$ cat src/occ_pkg.sv
`default_nettype none
package occ_pkg;
  // Register offsets on the plain register port (word addresses).
  localparam logic [3:0] OFS_OSC_CONTROL  = 4'h0;
  localparam logic [3:0] OFS_CLOCK_DIVISOR = 4'h1;
  localparam logic [3:0] OFS_PLL_FEEDBACK = 4'h2;
  localparam logic [3:0] OFS_RC_TRIM      = 4'h3;
  localparam logic [3:0] OFS_AUX_CONTROL  = 4'h4;
  localparam logic [3:0] OFS_UNLOCK       = 4'h5;
  // Unlock key pair that must precede an oscillator control write.
  localparam logic [15:0] UNLOCK_KEY1     = 16'h0046;
  localparam logic [15:0] UNLOCK_KEY2     = 16'h0057;
  // Field positions in the oscillator control register.
  localparam int ACT_SRC_LSB   = 12;
  localparam int REQ_SRC_LSB   = 8;
  localparam int SW_LOCK_BIT   = 7;
  localparam int PIN_LOCK_BIT  = 6;
  localparam int PLL_LOCK_BIT  = 5;
  localparam int CLK_FAIL_BIT  = 3;
  localparam int SEC_OSC_BIT   = 1;
  localparam int SW_REQ_BIT    = 0;
  // Writable-bit masks; every other bit reads zero.
  localparam logic [15:0] MASK_CLOCK_DIVISOR = 16'hFFDF;
  localparam logic [15:0] MASK_PLL_FEEDBACK  = 16'h01FF;
  localparam logic [15:0] MASK_RC_TRIM       = 16'h003F;
  localparam logic [15:0] MASK_AUX_CONTROL   = 16'h3F80;
  // Values after power-on reset.
  localparam logic [15:0] RST_CLOCK_DIVISOR = 16'h3040;
  localparam logic [15:0] RST_PLL_FEEDBACK  = 16'h0030;
  localparam logic [15:0] RST_RC_TRIM       = 16'h0000;
  localparam logic [15:0] RST_AUX_CONTROL   = 16'h0000;
  // Source codes.
  localparam logic [2:0] SRC_FAST_INTERNAL   = 3'h0;
  localparam logic [2:0] SRC_FAST_WITH_PLL   = 3'h1;
  localparam logic [2:0] SRC_PRIMARY_PLL     = 3'h3;
  // Switch settle time in cycles after the hardware grants a switch.
  localparam int SWITCH_SETTLE_CYC = 10;
  localparam logic [1:0] MONITOR_SWITCH_ONLY = 2'h1;
endpackage : occ_pkg
`default_nettype wire

$ cat src/occ_regs.sv
// Summary of operation
// [RL1] Read-only 3-bit active source code reflects the running oscillator.
// [RL2] Writable 3-bit requested source code names the next switch target.
// [RL3] Switch lock blocks switching; writable only when monitor config is 01.
// [RL4] Pin remap lock set makes remap register writes be ignored.
// [RL5] PLL lock status reads 1 when locked or start-up timer done.
// [RL6] Hardware sets clock fail flag on monitor failure; software only clears.
// [RL7] Secondary oscillator enable bit turns low-power oscillator on or off.
// [RL8] Software sets switch request; hardware clears it when switch completes.
// [RL9] Oscillator control writes take effect only after the unlock sequence.
// [RL10] Software must not switch directly between the two PLL sources.
// [RL11] All registers reset only on power-on reset.
// [RL12] Recover-on-interrupt makes any interrupt clear clock reduce enable.
// [RL13] Reduction field divides by two to the field value, resets to 011.
// [RL14] Clock reduce enable applies the ratio, otherwise ratio is 1:1.
// [RL15] RC postscaler at divisor bits 10-8 divides by two to the value.
// [RL16] PLL input divider at bits 4-0 divides by value plus two.
// [RL17] PLL output divider: 00 by 2, 01 by 4, 11 by 8.
// [RL18] PLL multiplier field gives value plus two, resets to 50.
// [RL19] Six-bit two's complement RC trim, about 0.375 percent per step.
// [RL20] Auxiliary reference select sits at auxiliary register bit 7.
// [RL21] Auxiliary oscillator type: 11 external, 10 crystal, 01 fast, 00 off.
// [RL22] Unimplemented bits read zero and ignore writes.
// [RL23] Auxiliary output divider: 000 by 256 down to 111 by 1.
// [RL24] Auxiliary source select routes auxiliary oscillators when set.
`timescale 1ns/10ps
`default_nettype none
module occ_regs
(
  // Clock and resets.
  input  wire logic        core_clk_i,
  input  wire logic        srst_i,
  input  wire logic        por_i,
  // Register port.
  input  wire logic [3:0]  addr_i,
  input  wire logic [15:0] wdata_i,
  input  wire logic        wr_i,
  input  wire logic        rd_i,
  output logic      [15:0] rdata_o,
  // Configuration and status from the clock hardware.
  input  wire logic [2:0]  por_source_i,
  input  wire logic [1:0]  monitor_config_i,
  input  wire logic        pll_locked_i,
  input  wire logic        clock_fail_i,
  input  wire logic        interrupt_i,
  // Controls to the clock hardware.
  output logic      [2:0]  active_source_code_o,
  output logic      [2:0]  requested_source_code_o,
  output logic             switch_busy_o,
  output logic             source_switch_lock_o,
  output logic             pin_remap_lock_o,
  output logic             secondary_osc_enable_o,
  output logic      [2:0]  reduce_ratio_o,
  output logic      [2:0]  rc_postscaler_o,
  output logic      [4:0]  pll_input_divider_o,
  output logic      [1:0]  pll_output_divider_o,
  output logic      [8:0]  pll_multiplier_o,
  output logic      [5:0]  rc_trim_field_o,
  output logic             aux_source_select_o,
  output logic      [1:0]  aux_osc_type_o,
  output logic      [2:0]  aux_output_divider_o,
  output logic             aux_reference_select_o
);

  logic [2:0]  act_q;
  logic [2:0]  req_q;
  logic        swlock_q;
  logic        pinlock_q;
  logic        fail_q;
  logic        secen_q;
  logic        swreq_q;
  logic [15:0] div_q;
  logic [15:0] fbd_q;
  logic [15:0] trim_q;
  logic [15:0] aux_q;
  logic [1:0]  unlock_q;
  logic [3:0]  settle_q;
  logic        rst;
  logic        osc_wr;
  logic        switch_ok;
  logic        lock_sync_q1;
  logic        lock_sync_q2;
  logic        lock_sync_q3;
  logic        lock_stat_q;
  logic        fail_sync_q1;
  logic        fail_sync_q2;
  logic        fail_sync_q3;
  logic        fail_prev_q;

  // Only power-on reset touches these registers; the system reset is ignored.
  assign rst = por_i; // see [RL11]
  assign osc_wr = wr_i && (addr_i == occ_pkg::OFS_OSC_CONTROL) && (unlock_q == 2'h2); // see [RL9]
  assign switch_ok = (monitor_config_i == occ_pkg::MONITOR_SWITCH_ONLY);

  // Unlock sequencer: two keys in a row arm one control write.
  always_ff @(posedge core_clk_i)
  begin
    if (rst)
      unlock_q <= 2'h0;
    else if (wr_i && addr_i == occ_pkg::OFS_UNLOCK)
      unlock_q <= (wdata_i == occ_pkg::UNLOCK_KEY1) ? 2'h1 :
                  (unlock_q == 2'h1 && wdata_i == occ_pkg::UNLOCK_KEY2) ? 2'h2 : 2'h0;
    else if (wr_i)
      unlock_q <= 2'h0; // see [RL9]
  end

  // The lock and fail status inputs pass three flip-flops; a change counts when the last two agree.
  always_ff @(posedge core_clk_i)
  begin
    lock_sync_q1 <= pll_locked_i;
    lock_sync_q2 <= lock_sync_q1;
    lock_sync_q3 <= lock_sync_q2;
    fail_sync_q1 <= clock_fail_i;
    fail_sync_q2 <= fail_sync_q1;
    fail_sync_q3 <= fail_sync_q2;
  end

  // Filtered status levels.
  always_ff @(posedge core_clk_i)
  begin
    if (rst)
    begin
      lock_stat_q <= 1'b0;
      fail_prev_q <= 1'b0;
    end
    else
    begin
      if (lock_sync_q2 == lock_sync_q3)
        lock_stat_q <= lock_sync_q3; // see [RL5]
      if (fail_sync_q2 == fail_sync_q3)
        fail_prev_q <= fail_sync_q3;
    end
  end

  // Oscillator control fields written by software.
  always_ff @(posedge core_clk_i)
  begin
    if (rst)
    begin
      req_q     <= 3'h0;
      swlock_q  <= 1'b0;
      pinlock_q <= 1'b0;
      secen_q   <= 1'b0;
    end
    else if (osc_wr)
    begin
      req_q     <= wdata_i[occ_pkg::REQ_SRC_LSB +: 3]; // see [RL2]
      pinlock_q <= wdata_i[occ_pkg::PIN_LOCK_BIT]; // see [RL4]
      secen_q   <= wdata_i[occ_pkg::SEC_OSC_BIT]; // see [RL7]
      if (switch_ok)
        swlock_q <= wdata_i[occ_pkg::SW_LOCK_BIT]; // see [RL3]
    end
  end

  // Clock fail flag: a new failure wins over a clearing write.
  always_ff @(posedge core_clk_i)
  begin
    if (rst)
      fail_q <= 1'b0;
    else if (fail_sync_q2 && fail_sync_q3 && !fail_prev_q)
      fail_q <= 1'b1; // see [RL6]
    else if (osc_wr && !wdata_i[occ_pkg::CLK_FAIL_BIT])
      fail_q <= 1'b0; // see [RL6]
  end

  // Switch sequence: request, settle, then load the new source.
  always_ff @(posedge core_clk_i)
  begin
    if (rst)
    begin
      act_q    <= 3'h0;
      swreq_q  <= 1'b0;
      settle_q <= 4'h0;
    end
    else if (act_q == 3'h0 && settle_q == 4'h0 && !swreq_q && !switch_ok && por_source_i != 3'h0)
    begin
      act_q <= por_source_i; // see [RL1]
    end
    else if (swreq_q)
    begin
      if (req_q == act_q)
        swreq_q <= 1'b0; // see [RL8]
      else if (settle_q == 4'(occ_pkg::SWITCH_SETTLE_CYC))
      begin
        act_q    <= req_q; // see [RL1]
        swreq_q  <= 1'b0; // see [RL8]
        settle_q <= 4'h0;
      end
      else
        settle_q <= settle_q + 4'h1;
    end
    else if (osc_wr && wdata_i[occ_pkg::SW_REQ_BIT] && switch_ok && !swlock_q)
      swreq_q <= 1'b1; // see [RL3] [RL8]
  end

  // Clock divisor register with interrupt recovery of the reduce enable.
  always_ff @(posedge core_clk_i)
  begin
    if (rst)
      div_q <= occ_pkg::RST_CLOCK_DIVISOR; // see [RL13]
    else if (wr_i && addr_i == occ_pkg::OFS_CLOCK_DIVISOR)
      div_q <= wdata_i & occ_pkg::MASK_CLOCK_DIVISOR; // see [RL22]
    else if (interrupt_i && div_q[15])
      div_q[11] <= 1'b0; // see [RL12]
  end

  // PLL feedback, RC trim and auxiliary registers.
  always_ff @(posedge core_clk_i)
  begin
    if (rst)
    begin
      fbd_q  <= occ_pkg::RST_PLL_FEEDBACK; // see [RL18]
      trim_q <= occ_pkg::RST_RC_TRIM;
      aux_q  <= occ_pkg::RST_AUX_CONTROL; // see [RL23]
    end
    else if (wr_i)
    begin
      if (addr_i == occ_pkg::OFS_PLL_FEEDBACK)
        fbd_q <= wdata_i & occ_pkg::MASK_PLL_FEEDBACK; // see [RL22]
      if (addr_i == occ_pkg::OFS_RC_TRIM)
        trim_q <= wdata_i & occ_pkg::MASK_RC_TRIM; // see [RL19]
      if (addr_i == occ_pkg::OFS_AUX_CONTROL)
        aux_q <= wdata_i & occ_pkg::MASK_AUX_CONTROL; // see [RL20]
    end
  end

  // Read data registered one cycle after the read strobe; unmapped reads zero.
  always_ff @(posedge core_clk_i)
  begin
    if (rst)
      rdata_o <= 16'h0000;
    else if (rd_i)
      unique case (addr_i)
        occ_pkg::OFS_OSC_CONTROL:
          rdata_o <= {1'b0, act_q, 1'b0, req_q, swlock_q, pinlock_q,
                      lock_stat_q, 1'b0, fail_q, 1'b0, secen_q, swreq_q}; // see [RL22]
        occ_pkg::OFS_CLOCK_DIVISOR: rdata_o <= div_q;
        occ_pkg::OFS_PLL_FEEDBACK:  rdata_o <= fbd_q;
        occ_pkg::OFS_RC_TRIM:       rdata_o <= trim_q;
        occ_pkg::OFS_AUX_CONTROL:   rdata_o <= aux_q;
        default:                    rdata_o <= 16'h0000;
      endcase
    else
      rdata_o <= 16'h0000;
  end

  // Field outputs to the clock generator.
  assign active_source_code_o    = act_q;
  assign requested_source_code_o = req_q;
  assign switch_busy_o           = swreq_q;
  assign source_switch_lock_o    = swlock_q;
  assign pin_remap_lock_o        = pinlock_q;
  assign secondary_osc_enable_o  = secen_q;
  assign reduce_ratio_o          = div_q[11] ? div_q[14:12] : 3'h0; // see [RL14]
  assign rc_postscaler_o         = div_q[10:8]; // see [RL15]
  assign pll_output_divider_o    = div_q[7:6]; // see [RL17]
  assign pll_input_divider_o     = div_q[4:0]; // see [RL16]
  assign pll_multiplier_o        = fbd_q[8:0];
  assign rc_trim_field_o         = trim_q[5:0];
  assign aux_source_select_o     = aux_q[13]; // see [RL24]
  assign aux_osc_type_o          = aux_q[12:11]; // see [RL21]
  assign aux_output_divider_o    = aux_q[10:8];
  assign aux_reference_select_o  = aux_q[7];

  // Checks.
  a_locked_write: assert property (@(posedge core_clk_i) disable iff (rst)
    (wr_i && addr_i == occ_pkg::OFS_OSC_CONTROL && unlock_q != 2'h2) |=> $stable(req_q))
    else $error("control write without unlock changed request"); // see [RL9]
  a_fail_clear: assert property (@(posedge core_clk_i) disable iff (rst)
    (!fail_q && !(fail_sync_q2 && fail_sync_q3 && !fail_prev_q)) |=> !fail_q)
    else $error("clock fail flag set by software"); // see [RL6]
  a_switch_done: assert property (@(posedge core_clk_i) disable iff (rst)
    $fell(swreq_q) |-> act_q == req_q)
    else $error("switch ended with wrong source"); // see [RL8]
  a_switch_lock: assert property (@(posedge core_clk_i) disable iff (rst)
    (swlock_q && !swreq_q) |=> !swreq_q)
    else $error("switch started while locked"); // see [RL3]
  a_reduce_ratio: assert property (@(posedge core_clk_i) disable iff (rst)
    !div_q[11] |-> reduce_ratio_o == 3'h0)
    else $error("ratio applied while reduce disabled"); // see [RL14]
  a_int_recover: assert property (@(posedge core_clk_i) disable iff (rst)
    (interrupt_i && div_q[15] && !(wr_i && addr_i == occ_pkg::OFS_CLOCK_DIVISOR)) |=> !div_q[11])
    else $error("interrupt did not clear reduce enable"); // see [RL12]
  a_reserved_zero: assert property (@(posedge core_clk_i) disable iff (rst)
    fbd_q[15:9] == 7'h00 && trim_q[15:6] == 10'h000 && aux_q[6:0] == 7'h00)
    else $error("unimplemented bits not zero"); // see [RL22]
  a_status_lock: assert property (@(posedge core_clk_i) disable iff (rst)
    (lock_sync_q2 && lock_sync_q3) |=> lock_stat_q)
    else $error("pll lock status not reported"); // see [RL5]
  a_sys_reset: assert property (@(posedge core_clk_i) disable iff (rst)
    (srst_i && !wr_i && !interrupt_i) |=> $stable(div_q))
    else $error("system reset disturbed divisor"); // see [RL11]

  // A control write after the key pair loads the requested source code.
  a_req_write: assert property (@(posedge core_clk_i) disable iff (rst)
    osc_wr |=> req_q == $past(wdata_i[occ_pkg::REQ_SRC_LSB +: 3]))
    else $error("requested source not loaded by control write"); // see [RL2]

  // The pin remap lock follows each accepted control write.
  a_pin_lock_write: assert property (@(posedge core_clk_i) disable iff (rst)
    osc_wr |=> pinlock_q == $past(wdata_i[occ_pkg::PIN_LOCK_BIT]))
    else $error("pin remap lock not loaded by control write"); // see [RL4]

  // The secondary oscillator enable follows each accepted control write.
  a_sec_enable: assert property (@(posedge core_clk_i) disable iff (rst)
    osc_wr |=> secen_q == $past(wdata_i[occ_pkg::SEC_OSC_BIT]))
    else $error("secondary enable not loaded by control write"); // see [RL7]

  // With switching enabled the active source moves only at the end of a switch.
  a_source_hold: assert property (@(posedge core_clk_i) disable iff (rst)
    (!swreq_q && switch_ok) |=> $stable(act_q))
    else $error("active source changed without a switch"); // see [RL1]

  // The switch lock cannot be cleared while the monitor setting forbids it.
  a_lock_hold: assert property (@(posedge core_clk_i) disable iff (rst)
    (swlock_q && !switch_ok) |=> swlock_q)
    else $error("switch lock changed while not writable"); // see [RL3]

  // Auxiliary register keeps only its implemented bits.
  a_aux_write: assert property (@(posedge core_clk_i) disable iff (rst)
    (wr_i && addr_i == occ_pkg::OFS_AUX_CONTROL) |=>
      aux_q == ($past(wdata_i) & occ_pkg::MASK_AUX_CONTROL))
    else $error("auxiliary register write mismatch"); // see [RL20] [RL21]

  // The selected reduction ratio is passed on while reduction is enabled.
  a_ratio_apply: assert property (@(posedge core_clk_i) disable iff (rst)
    div_q[11] |-> reduce_ratio_o == div_q[14:12])
    else $error("reduction ratio not applied"); // see [RL13] [RL14]

  // Read data stands only in the cycle after a read strobe.
  a_read_idle: assert property (@(posedge core_clk_i) disable iff (rst)
    !rd_i |=> rdata_o == 16'h0000)
    else $error("read data present without a read"); // see [RL22]

  // Any write other than a key disarms the unlock sequencer.
  a_unlock_disarm: assert property (@(posedge core_clk_i) disable iff (rst)
    (wr_i && addr_i != occ_pkg::OFS_UNLOCK) |=> unlock_q == 2'h0)
    else $error("unlock stayed armed after another write"); // see [RL9]

  // Feedback divisor keeps only its nine implemented bits.
  a_fbd_write: assert property (@(posedge core_clk_i) disable iff (rst)
    (wr_i && addr_i == occ_pkg::OFS_PLL_FEEDBACK) |=>
      fbd_q == ($past(wdata_i) & occ_pkg::MASK_PLL_FEEDBACK))
    else $error("feedback divisor write mismatch"); // see [RL18]

  // RC trim keeps only its six implemented bits.
  a_trim_write: assert property (@(posedge core_clk_i) disable iff (rst)
    (wr_i && addr_i == occ_pkg::OFS_RC_TRIM) |=>
      trim_q == ($past(wdata_i) & occ_pkg::MASK_RC_TRIM))
    else $error("rc trim write mismatch"); // see [RL19]

  // A divisor write wins over interrupt recovery in the same cycle.
  a_div_write: assert property (@(posedge core_clk_i) disable iff (rst)
    (wr_i && addr_i == occ_pkg::OFS_CLOCK_DIVISOR) |=>
      div_q == ($past(wdata_i) & occ_pkg::MASK_CLOCK_DIVISOR))
    else $error("clock divisor write mismatch"); // see [RL15] [RL16] [RL17]

  // Unimplemented control bits always read back as zero.
  a_osc_read: assert property (@(posedge core_clk_i) disable iff (rst)
    (rd_i && addr_i == occ_pkg::OFS_OSC_CONTROL) |=>
      (rdata_o[15] == 1'b0 && rdata_o[11] == 1'b0 && rdata_o[4] == 1'b0 && rdata_o[2] == 1'b0))
    else $error("unimplemented control bits not zero"); // see [RL22]

  // A filtered failure edge always sets the flag.
  a_fail_set: assert property (@(posedge core_clk_i) disable iff (rst)
    (fail_sync_q2 && fail_sync_q3 && !fail_prev_q) |=> fail_q)
    else $error("clock failure not flagged"); // see [RL6]

  // A request for the source already running ends at once.
  a_redundant_switch: assert property (@(posedge core_clk_i) disable iff (rst)
    (swreq_q && req_q == act_q) |=> !swreq_q)
    else $error("redundant switch not aborted"); // see [RL8]

  // A real switch ends when the settle count is reached.
  a_switch_settle: assert property (@(posedge core_clk_i) disable iff (rst)
    (swreq_q && settle_q == 4'(occ_pkg::SWITCH_SETTLE_CYC)) |=> !swreq_q)
    else $error("switch did not end after settling"); // see [RL8]

  // Main scenarios worth seeing at least once.
  c_switch: cover property (@(posedge core_clk_i) disable iff (rst) $fell(swreq_q));
  c_recover: cover property (@(posedge core_clk_i) disable iff (rst) interrupt_i && div_q[15] && div_q[11]);
  c_lock_status: cover property (@(posedge core_clk_i) disable iff (rst) $rose(lock_stat_q));
  c_fail: cover property (@(posedge core_clk_i) disable iff (rst) $rose(fail_q));
  c_unlock: cover property (@(posedge core_clk_i) disable iff (rst) osc_wr);
endmodule : occ_regs
`default_nettype wire

$ cat config.mk
export PLATFORM = sky130hd
export DESIGN_NAME = occ_regs
export DESIGN_NICKNAME = d
export VERILOG_FILES = /design/src/occ_pkg.sv /design/src/occ_regs.sv
export SDC_FILE = /design/constraint.sdc
export NUM_CORES = 1
export LEC_CHECK = 0
export BUFFER_PORTS_ARGS = -buffer_cell sky130_fd_sc_hd__buf_2
export CAP_MARGIN = 0
export CORE_UTILIZATION = 30
export DETAILED_ROUTE_END_ITERATION = 10
export SLEW_MARGIN = 40
export SYNTH_ARGS = -nofsm -noshare
export SYNTH_HDL_FRONTEND = slang
export SYNTH_SLANG_ARGS = --single-unit
$ cat constraint.sdc
create_clock -name core_clk_i -period 4.8 [get_ports core_clk_i]
set_input_delay 1.44 -clock core_clk_i [delete_from_list [all_inputs] [get_ports core_clk_i]]
set_output_delay 1.44 -clock core_clk_i [all_outputs]
set_load 0.1 [all_outputs]
==> metrics list, run 1 <==
- The flow ran to the end, and the final reports show no timing, DRC or antenna violations.
* Hold buffers post-CTS: 0
* Async SR Flop Fraction: 0%
- Tracing the worst setup path back leads to its startpoint at addr_i[0].
- Max-cap violations in this run came to 0.
* CTS sink cnt: around 80
* Upper clock frequency limit: 324 MHz
* Post-synthesis area per instance: 9.27 µm²
- The startpoint identified for the worst hold timing path is lock_sync_q1.
- Synthesis inferred 78 register bits.
- Yosys warning count: 0
- For this run, the slowest stage of the critical path takes 0.62 ns.
- After global routing the overflow that remains totals 0.
* Width of the die: 105 µm
- After detailed routing, the number of vias per cell comes to 4.95.
- Transition time of the tightest slew-check pin: between 0.7 and 0.8 ns
- The library cell used most frequently in the layout, excluding fill and tap cells, is sky130_fd_sc_hd__buf_2.
- Synthesis produced a netlist whose cell count is 346.
* Global-route wire length before repair: 14.0 mm
- Worst-case hold path end point: lock_sync_q2
- Antenna diodes: 0
- Post-route DRC violation count: 0
- Detailed Routing Iterations Pass 1: 5
- Endpoint required time on the critical path: 5.04 ns
- Of the post-synthesis cell area, the dominant cell type holds 48.7%.
- Number of gates resized after cts: 0
- Gr usage total: between 10% and 20%
- The worst register-to-register path has a depth of 4.
* Via count of the first global-routing pass: between 2,000 and 3,000
- Ranked by total cell area, the synthesized netlist is headed by sky130_fd_sc_hd__dfxtp_1 (49%), sky130_fd_sc_hd__mux2i_1 (8.4%), sky130_fd_sc_hd__nand2_1 (5.7%), sky130_fd_sc_hd__a21oi_1 (4.5%), sky130_fd_sc_hd__nor2_1 (4.4%).
* Total via count in the routed design: 2,760
- The post-route netlist has ~27% of its cells at a drive strength greater than 1.
* Nature of the critical path startpoint: input pin
- Reg-to-Reg Start: active_source_code_o[1]
* Total Die Area: 11,100 µm²
* Data arrival, critical path: 3.33 ns
- CTS built an H-tree with a depth of 3.
- Traced cell by cell, the critical path runs through buf_2 -> nor4b_4 -> nand2_1 -> nand3_1 -> a21oi_1.
- Netlist area before placement: approximately 3200 µm²
* Detailed-route wire length per cell: 16.1 µm
- Clock latency on the worst-skew pair, taken at its later pin, is 0.35 ns.
- Synth area leader: sky130_fd_sc_hd__dfxtp_1
- The detailed router finished its first iteration with about 140 violations.
- Setup slack closes at 1.71 ns.
- Sequential fraction of the synthesis area: 48.7%
* CTS root buf: sky130_fd_sc_hd__clkbuf_8
* Min-Delay Path Class: reg2reg
- The max-slew violation total from the final report came to 0.
- In this run the critical register-to-register path is captured at active_source_code_o[1].
* FP Rows: 37
- CP max stage cell: sky130_fd_sc_hd__nor4b_4
- RSZ-0062 raised after global routing: no
* Total power density per cell area: 332 nW/µm²
* Number of flops mapped to enable cells by yosys: 0
- Weighted congestion reported at the end of routability-driven placement: 0.801
* I/O pin count: 94
- In the final design database the tool counted 454 nets.
- Of the available clock period, the critical path in the final layout requires 64.4%.
- Setup skew after layout: ~0.012 ns
* Peak ir drop on the vdd network: 113 µV
- Core Footprint: 10,300 µm²
* Total wirelength of the detailed-routed design: 8.97 mm
- Entering global routing, the biggest net connects 31 pins.
- Worst max-slew margin expressed relative to the limit: 52.9%
- The number of antenna violations at the first check in global routing is 0.
- STA classifies the critical path endpoint as a flop.
* CTS Buf Count: 9
- The worst register-to-register path has a setup slack of roughly 3.1 ns.
- Once the floorplan was initialized, standard cells occupied 31.1% of the core.
- In the layout the commonest cells are sky130_fd_sc_hd__buf_2 (92), sky130_fd_sc_hd__dfxtp_1 (78), sky130_fd_sc_hd__nand2_1 (49).
* Area grow syn2layout: 20.4%
- Time the final worst path needs with I/O delays and setup: 3.09 ns
* Sum of negative setup slack: 0 ns
- Reg clk slew, reported paths: 0.08 ns
- The worst hold path passes through 0 cells.
- Worst Path Max Fanout: 17
- Summed over all cells, the static leakage comes to between 1.5 and 2 nW.
* Post-route ant nets: 0
* Pre-CTS setup slack: 1.35 ns
- Setup violations remaining at the end of the flow were counted as 0.
- Port buffer count: 92
- Dominant synthesized flop cell: sky130_fd_sc_hd__dfxtp_1
* Number of buffers on the longest clock path: 2
- The number of nets handed over by synthesis was 380.
- Synthesis instantiated 42 different standard cells from the library.
- Setup fix buffers added after clock tree synthesis: 0
* CTS tree: done
- Number of buffers and inverters on the critical path: 1
* Final number of hold-violating endpoints: 0
- The critical path is of the in2reg type.
- The floorplan step set the die height to 105 µm.
- Total half-perimeter wirelength after legalization and detailed placement: ~6.4 mm
* Category of cells accounting for the largest share of critical-path delay: simple AND/OR/NAND/NOR gates
metrics by stage:
| stage | power [mW] | instances | utilization (%) | hold slack, ns | instance area [µm²] |
|---|---|---|---|---|---|
| global placement | 0.824 | 545 | 35.7 | 0.313 | 3680 |
| global route | 1.33 | 558 | 37.4 | 0.341 | 3860 |
| finish | 1.28 | 558 | 37.4 | 0.330 | 3860 |
| CTS | 1.29 | 558 | 37.4 | 0.330 | 3860 |
| floorplan | 0.787 | 346 | - | 0.310 | 3210 |
| detailed placement | 0.826 | 545 | 35.7 | 0.313 | 3680 |
layer usage:
| metal | share of wire (%) | up-vias | track usage [%] |
|---|---|---|---|
| met4 | 1.5 | 0 | 8.65 |
| met5 | 0 | - | 0 |
| met1 | 46 | 1295 | 21.3 |
| li1 | - | 1350 | - |
| met2 | 45 | 104 | 24.4 |
| met3 | 7.9 | 11 | 5.75 |
sequential cells by signal (all words and copies together) (netlist names), 2 cells and up:
register,cells
requested_source_code_o,3
aux_q,7
active_source_code_o,3
trim_q,6
div_q,15
unlock_q,2
settle_q,4
rdata_o,16
fbd_q,9
cell usage after synthesis (2+ instances only):
cell / count
sky130_fd_sc_hd__or4_1: 4
sky130_fd_sc_hd__nor2b_1: 8
sky130_fd_sc_hd__and2_1: 3
sky130_fd_sc_hd__mux2i_1: 27
sky130_fd_sc_hd__nor2_1: 38
sky130_fd_sc_hd__a222oi_1: 5
sky130_fd_sc_hd__nor4_1: 3
sky130_fd_sc_hd__nand4_1: 3
sky130_fd_sc_hd__mux2_2: 3
sky130_fd_sc_hd__nor4b_1: 2
sky130_fd_sc_hd__inv_1: 4
sky130_fd_sc_hd__nand2_1: 49
sky130_fd_sc_hd__clkbuf_1: 12
sky130_fd_sc_hd__a21oi_1: 29
sky130_fd_sc_hd__xnor2_1: 4
sky130_fd_sc_hd__nand3_1: 18
sky130_fd_sc_hd__and4_1: 2
sky130_fd_sc_hd__mux4_2: 3
sky130_fd_sc_hd__buf_4: 11
sky130_fd_sc_hd__dfxtp_1: 78
sky130_fd_sc_hd__a31oi_1: 2
sky130_fd_sc_hd__o21ai_0: 5
sky130_fd_sc_hd__nand2b_1: 3
sky130_fd_sc_hd__buf_2: 7
sky130_fd_sc_hd__a22oi_1: 6
worst max path at each step:
stage | endpoint | slack [ns] | cells past startpoint
after floorplan | switch_busy_o | 1.98 | 5
after global placement | div_q[4] | 1.23 | 5
after detailed placement | div_q[11] | 1.35 | 5
after CTS | div_q[1] | 1.73 | 5
after global routing | div_q[2] | 1.54 | 5
final | div_q[11] | 1.71 | 5
area by class of cell:
cell class / instances / area (µm²)
Timing Repair Buffer: 94 / 475
Clock buffer: 11 / 141
Sequential cell: 78 / 1560
Tap cell: 136 / 170
Inverter: 4 / 15.0
Fill cell: 1059 / 6460
Clock inverter: 2 / 35.0
Multi-Input combinational cell: 233 / 1460
report_power, final:
group	total, mW	internal [mW]	leakage [nW]	switching (mW)
Clock	0.470	0.245	0.0911	0.224
Sequential	0.669	0.659	0.633	0.0107
Combinational	0.142	0.0372	0.969	0.105
cells by family (layout without fill, tap and decap cells):
kind of cell	count (synthesis)	count (layout)	share of synthesized area, %
and+or+nand+nor	142	142	22.0
DFF	78	78	48.7
AOI/OAI and AO/OA	53	53	10.3
buffers and inverters	35	111	5.89
muxes	33	33	11.6
xor gates and xnor gates	4	4	1.09
adders and majority gates	1	1	0.390
(Power assumes the default switching activity.)
==> run 2, diff against run 1 <==
clock period = 2.5 ns   (was 4.8 ns; I/O delays follow)
==> metrics list, run 2 (synthesized netlist as in run 1, its figures left out) <==
- The run finished with clean final reports.
- Worst max-slew margin expressed relative to the limit: 58.9% (+6.0 points)
* Number of violations of the max-capacitance limit: 0 (unchanged)
- Time the final worst path needs with I/O delays and setup: about 2.1 ns
- Critical path type: reg2out
- The number of endpoints with negative hold slack in the final report was 0 (unchanged).
- Transition time of the tightest slew-check pin: 0.615 ns (-0.0896 ns)
- The internal power consumption is 2.03 mW (+120%).
- The setup slack of the worst register-to-register path is 0.84 ns (-2.30 ns).
- Height of the die: 105 µm (unchanged)
- Setup-failing EPs final: 0 (unchanged)
- Detailed-route wire length per cell: 15.9 µm (-1.3%)
- Number of buffers on the longest clock path: 2 (unchanged)
- Switching power: 0.681 mW (+100%)
- Port buffer count: 92 (unchanged)
* Width of the die: 105 µm (unchanged)
* Switching power as a share of total power: 25.1% (-1.4 points)
* Register containing the most flip-flops in the final layout: rdata_o
- The worst-case clock skew came to 0.00753 ns (-0.00469 ns).
- Met1 routed wirelength after detailed routing: 4.00 mm (-3.1%)
- Total half-perimeter wirelength after legalization and detailed placement: 6.52 mm (+2.3%)
- TritonCTS built the clock tree.
- Routed signal wires occupy layers up through met5.
- Logic gate share of total power: 10.3% (-0.8 points)
* Total Die Area: 11,100 µm² (unchanged)
- The average vias per placed instance came to 4.93 (-0.30%).
- The flip-flop count of the largest register after layout was 16 (unchanged).
- Detailed Routing Iterations Pass 1: 4 (-1)
- The number of logic stages on the critical path including buffering was 1 (-4).
- First DRT Iteration DRCs: 136 (+0.74%)
* Category of cells accounting for the largest share of critical-path delay: flip-flops
* Post-route insts no fill: 569 (+2.0%)
* Core Footprint: 10,300 µm² (unchanged)
- The number of cell instances on the worst register-to-register path was 4 (unchanged).
* End of the critical path: switch_busy_o
- On the critical path, the stage with the largest delay is an instance of sky130_fd_sc_hd__dfxtp_1.
- Nature of the critical path startpoint: flop
- The wire length of the first global-routing pass came to 14.4 mm (+2.5%).
- The area growth from synthesis to layout is 24.6%.
- The critical path starts at switch_busy_o.
* Peak per-stage delay on the critical path: 0.52 ns (-0.10 ns)
- Number of gates resized after cts: 0 (unchanged)
- Peak ir drop on the vdd network: 211 µV (+86%)
- Worst Path Max Fanout: 7 (-10)
- Final core occ: 38.7% (+1.3 points)
* CTS Buf Count: 9 (unchanged)
* Final count of pins violating max slew: 0 (unchanged)
* Worst R2R End: active_source_code_o[2]
- Source-to-sink clock delay at the later pin of the worst-skew pair: 0.35 ns (about the same)
- Leading cell type in the layout, fill and taps excluded: sky130_fd_sc_hd__buf_2
- In this run the critical register-to-register path is launched from active_source_code_o[1].
* Worst path setup slack after routing: 0.391 ns (-1.32 ns)
- Gr usage total: 16.8% (+0.25 points)
* Effective utilization at floorplan: 31.1% (unchanged)
- The number of setup buffers added after CTS came to 0 (unchanged).
* Largest registers ranked by flip-flop count: rdata_o x16, div_q x15, fbd_q x9
- Fraction of layout cells with a size suffix above 1: 29.3% (+2.1 points)
- Tot Pwr: 2.71 mW (+110%)
- Most frequent cells in the layout: sky130_fd_sc_hd__buf_2 (92), sky130_fd_sc_hd__dfxtp_1 (78), sky130_fd_sc_hd__nand2_1 (49)
- Total wirelength of the detailed-routed design: 9.03 mm (+0.67%)
- The standard-cell row count is 37 (unchanged).
- The total via count in the routed design was 2,806 (+1.7%).
- Hold buffers post-CTS: 0 (unchanged)
* Clk network pwr share: 42.3% (+5.6 points)
- RSZ-0062 raised after global routing: no
- Data arrival, critical path: 1.36 ns (-1.97 ns)
- H-tree lvl count: 3 (unchanged)
* Number of buffers and inverters on the critical path: 1 (unchanged)
- Min-Delay Startpoint: fail_sync_q1
- The number of antenna diodes was 0 (unchanged).
- Weighted congestion reported at the end of routability-driven placement: 0.810 (+1.2%)
- Pre-CTS setup slack: 0.207 ns (-1.14 ns)
* CTS root buf: sky130_fd_sc_hd__clkbuf_8
- Nets: 463 (+2.0%)
- The number of global-route vias before repair was 2,679 (-1.3%).
- The number of antenna violations at the first check in global routing is 1 (+1).
- The static leakage power is 1.76 nW (+4.2%).
- The largest net degree at the start of global routing is 54 (+74%).
* Post-route ant nets: 0 (unchanged)
- STA classifies the critical path endpoint as an output pin.
- Amount of wire on met2 after detailed routing: 4.06 mm (+1.5%)
- The power per cell area is 678 nW/µm² (+100%).
* Reg clk slew, reported paths: 0.08 ns (about the same)
- Upper clock frequency limit: 474 MHz
* Min-Delay Path Class: reg2reg
- Tcrit/Tclk final: between 80% and 90%
* CTS sink cnt: 78 (unchanged)
* Endpoint required time on the critical path: 1.75 ns (-3.29 ns)
- The total congestion overflow after global routing is 0 (unchanged).
- The sum of negative setup slack is 0 ns (unchanged).
* WL met3: 848 µm (+20%)
- Inst Count DP: 554 (+1.7%)
- Sequential cell fraction of total power: 47.4% (-4.8 points)
- The number of primary I/O pins came to 94 (unchanged).
- The critical path goes through buf_2.
- The remaining routing DRC violations was 0 (unchanged).
[run 2: changes by cell type in the layout (fill, tap and decap cells not counted)]
cell                         before  now
sky130_fd_sc_hd__clkinv_2         1    0
sky130_fd_sc_hd__bufinv_16        1    3
sky130_fd_sc_hd__inv_6            0    1
sky130_fd_sc_hd__clkinvlp_4       0    1
sky130_fd_sc_hd__clkbuf_1         1    0
sky130_fd_sc_hd__buf_4            2   11
sky130_fd_sc_hd__and2_0           0    1
sky130_fd_sc_hd__and2_1           4    3
[run 2: layer usage]
layer	vias up	global-route usage, %
li1	1372	-
met1	1305	22.2
met2	113	25.0
met3	14	6.18
met4	2	6.24
met5	-	0
[run 2: metrics by stage]
step / area [µm²] / hold slack, ns
6_report: 4000 / 0.332
5_1_grt: 4000 / 0.343
4_1_cts: 4000 / 0.334
3_5_place_dp: 3750 / 0.314
3_3_place_gp: 3750 / 0.314
2_1_floorplan: 3210 / 0.310
[run 2: how the worst min path moves through the flow]
stage / cells after the start / endpoint / slack (ns)
after floorplan: 0 / fail_sync_q2 / 0.31
after global placement: 0 / fail_sync_q2 / 0.31
after detailed placement: 0 / fail_sync_q2 / 0.31
after CTS: 0 / lock_sync_q2 / 0.33
after global routing: 0 / lock_sync_q2 / 0.34
final: 0 / fail_sync_q2 / 0.33
[run 2: cell type report]
type	count	area (µm²)
repair buffers	103	543
flip-flops and latches	78	1560
multi-input cells	233	1460
well taps	136	170
clock buffers	10	138
clock inverters	5	106
fillers	1046	6330
inverters	4	15.0
[run 2: power by group through the flow]
| stage | Sequential, mW | Clock, mW | Combinational [mW] |
|---|---|---|---|
| 6_report | 1.28 | 1.15 | 0.280 |
| 5_1_grt | 1.29 | 1.24 | 0.300 |
| 4_1_cts | 1.28 | 1.18 | 0.281 |
| 3_5_place_dp | 1.31 | 0 | 0.280 |
| 3_3_place_gp | 1.31 | 0 | 0.277 |
| 2_1_floorplan | 1.38 | 0 | 0.128 |
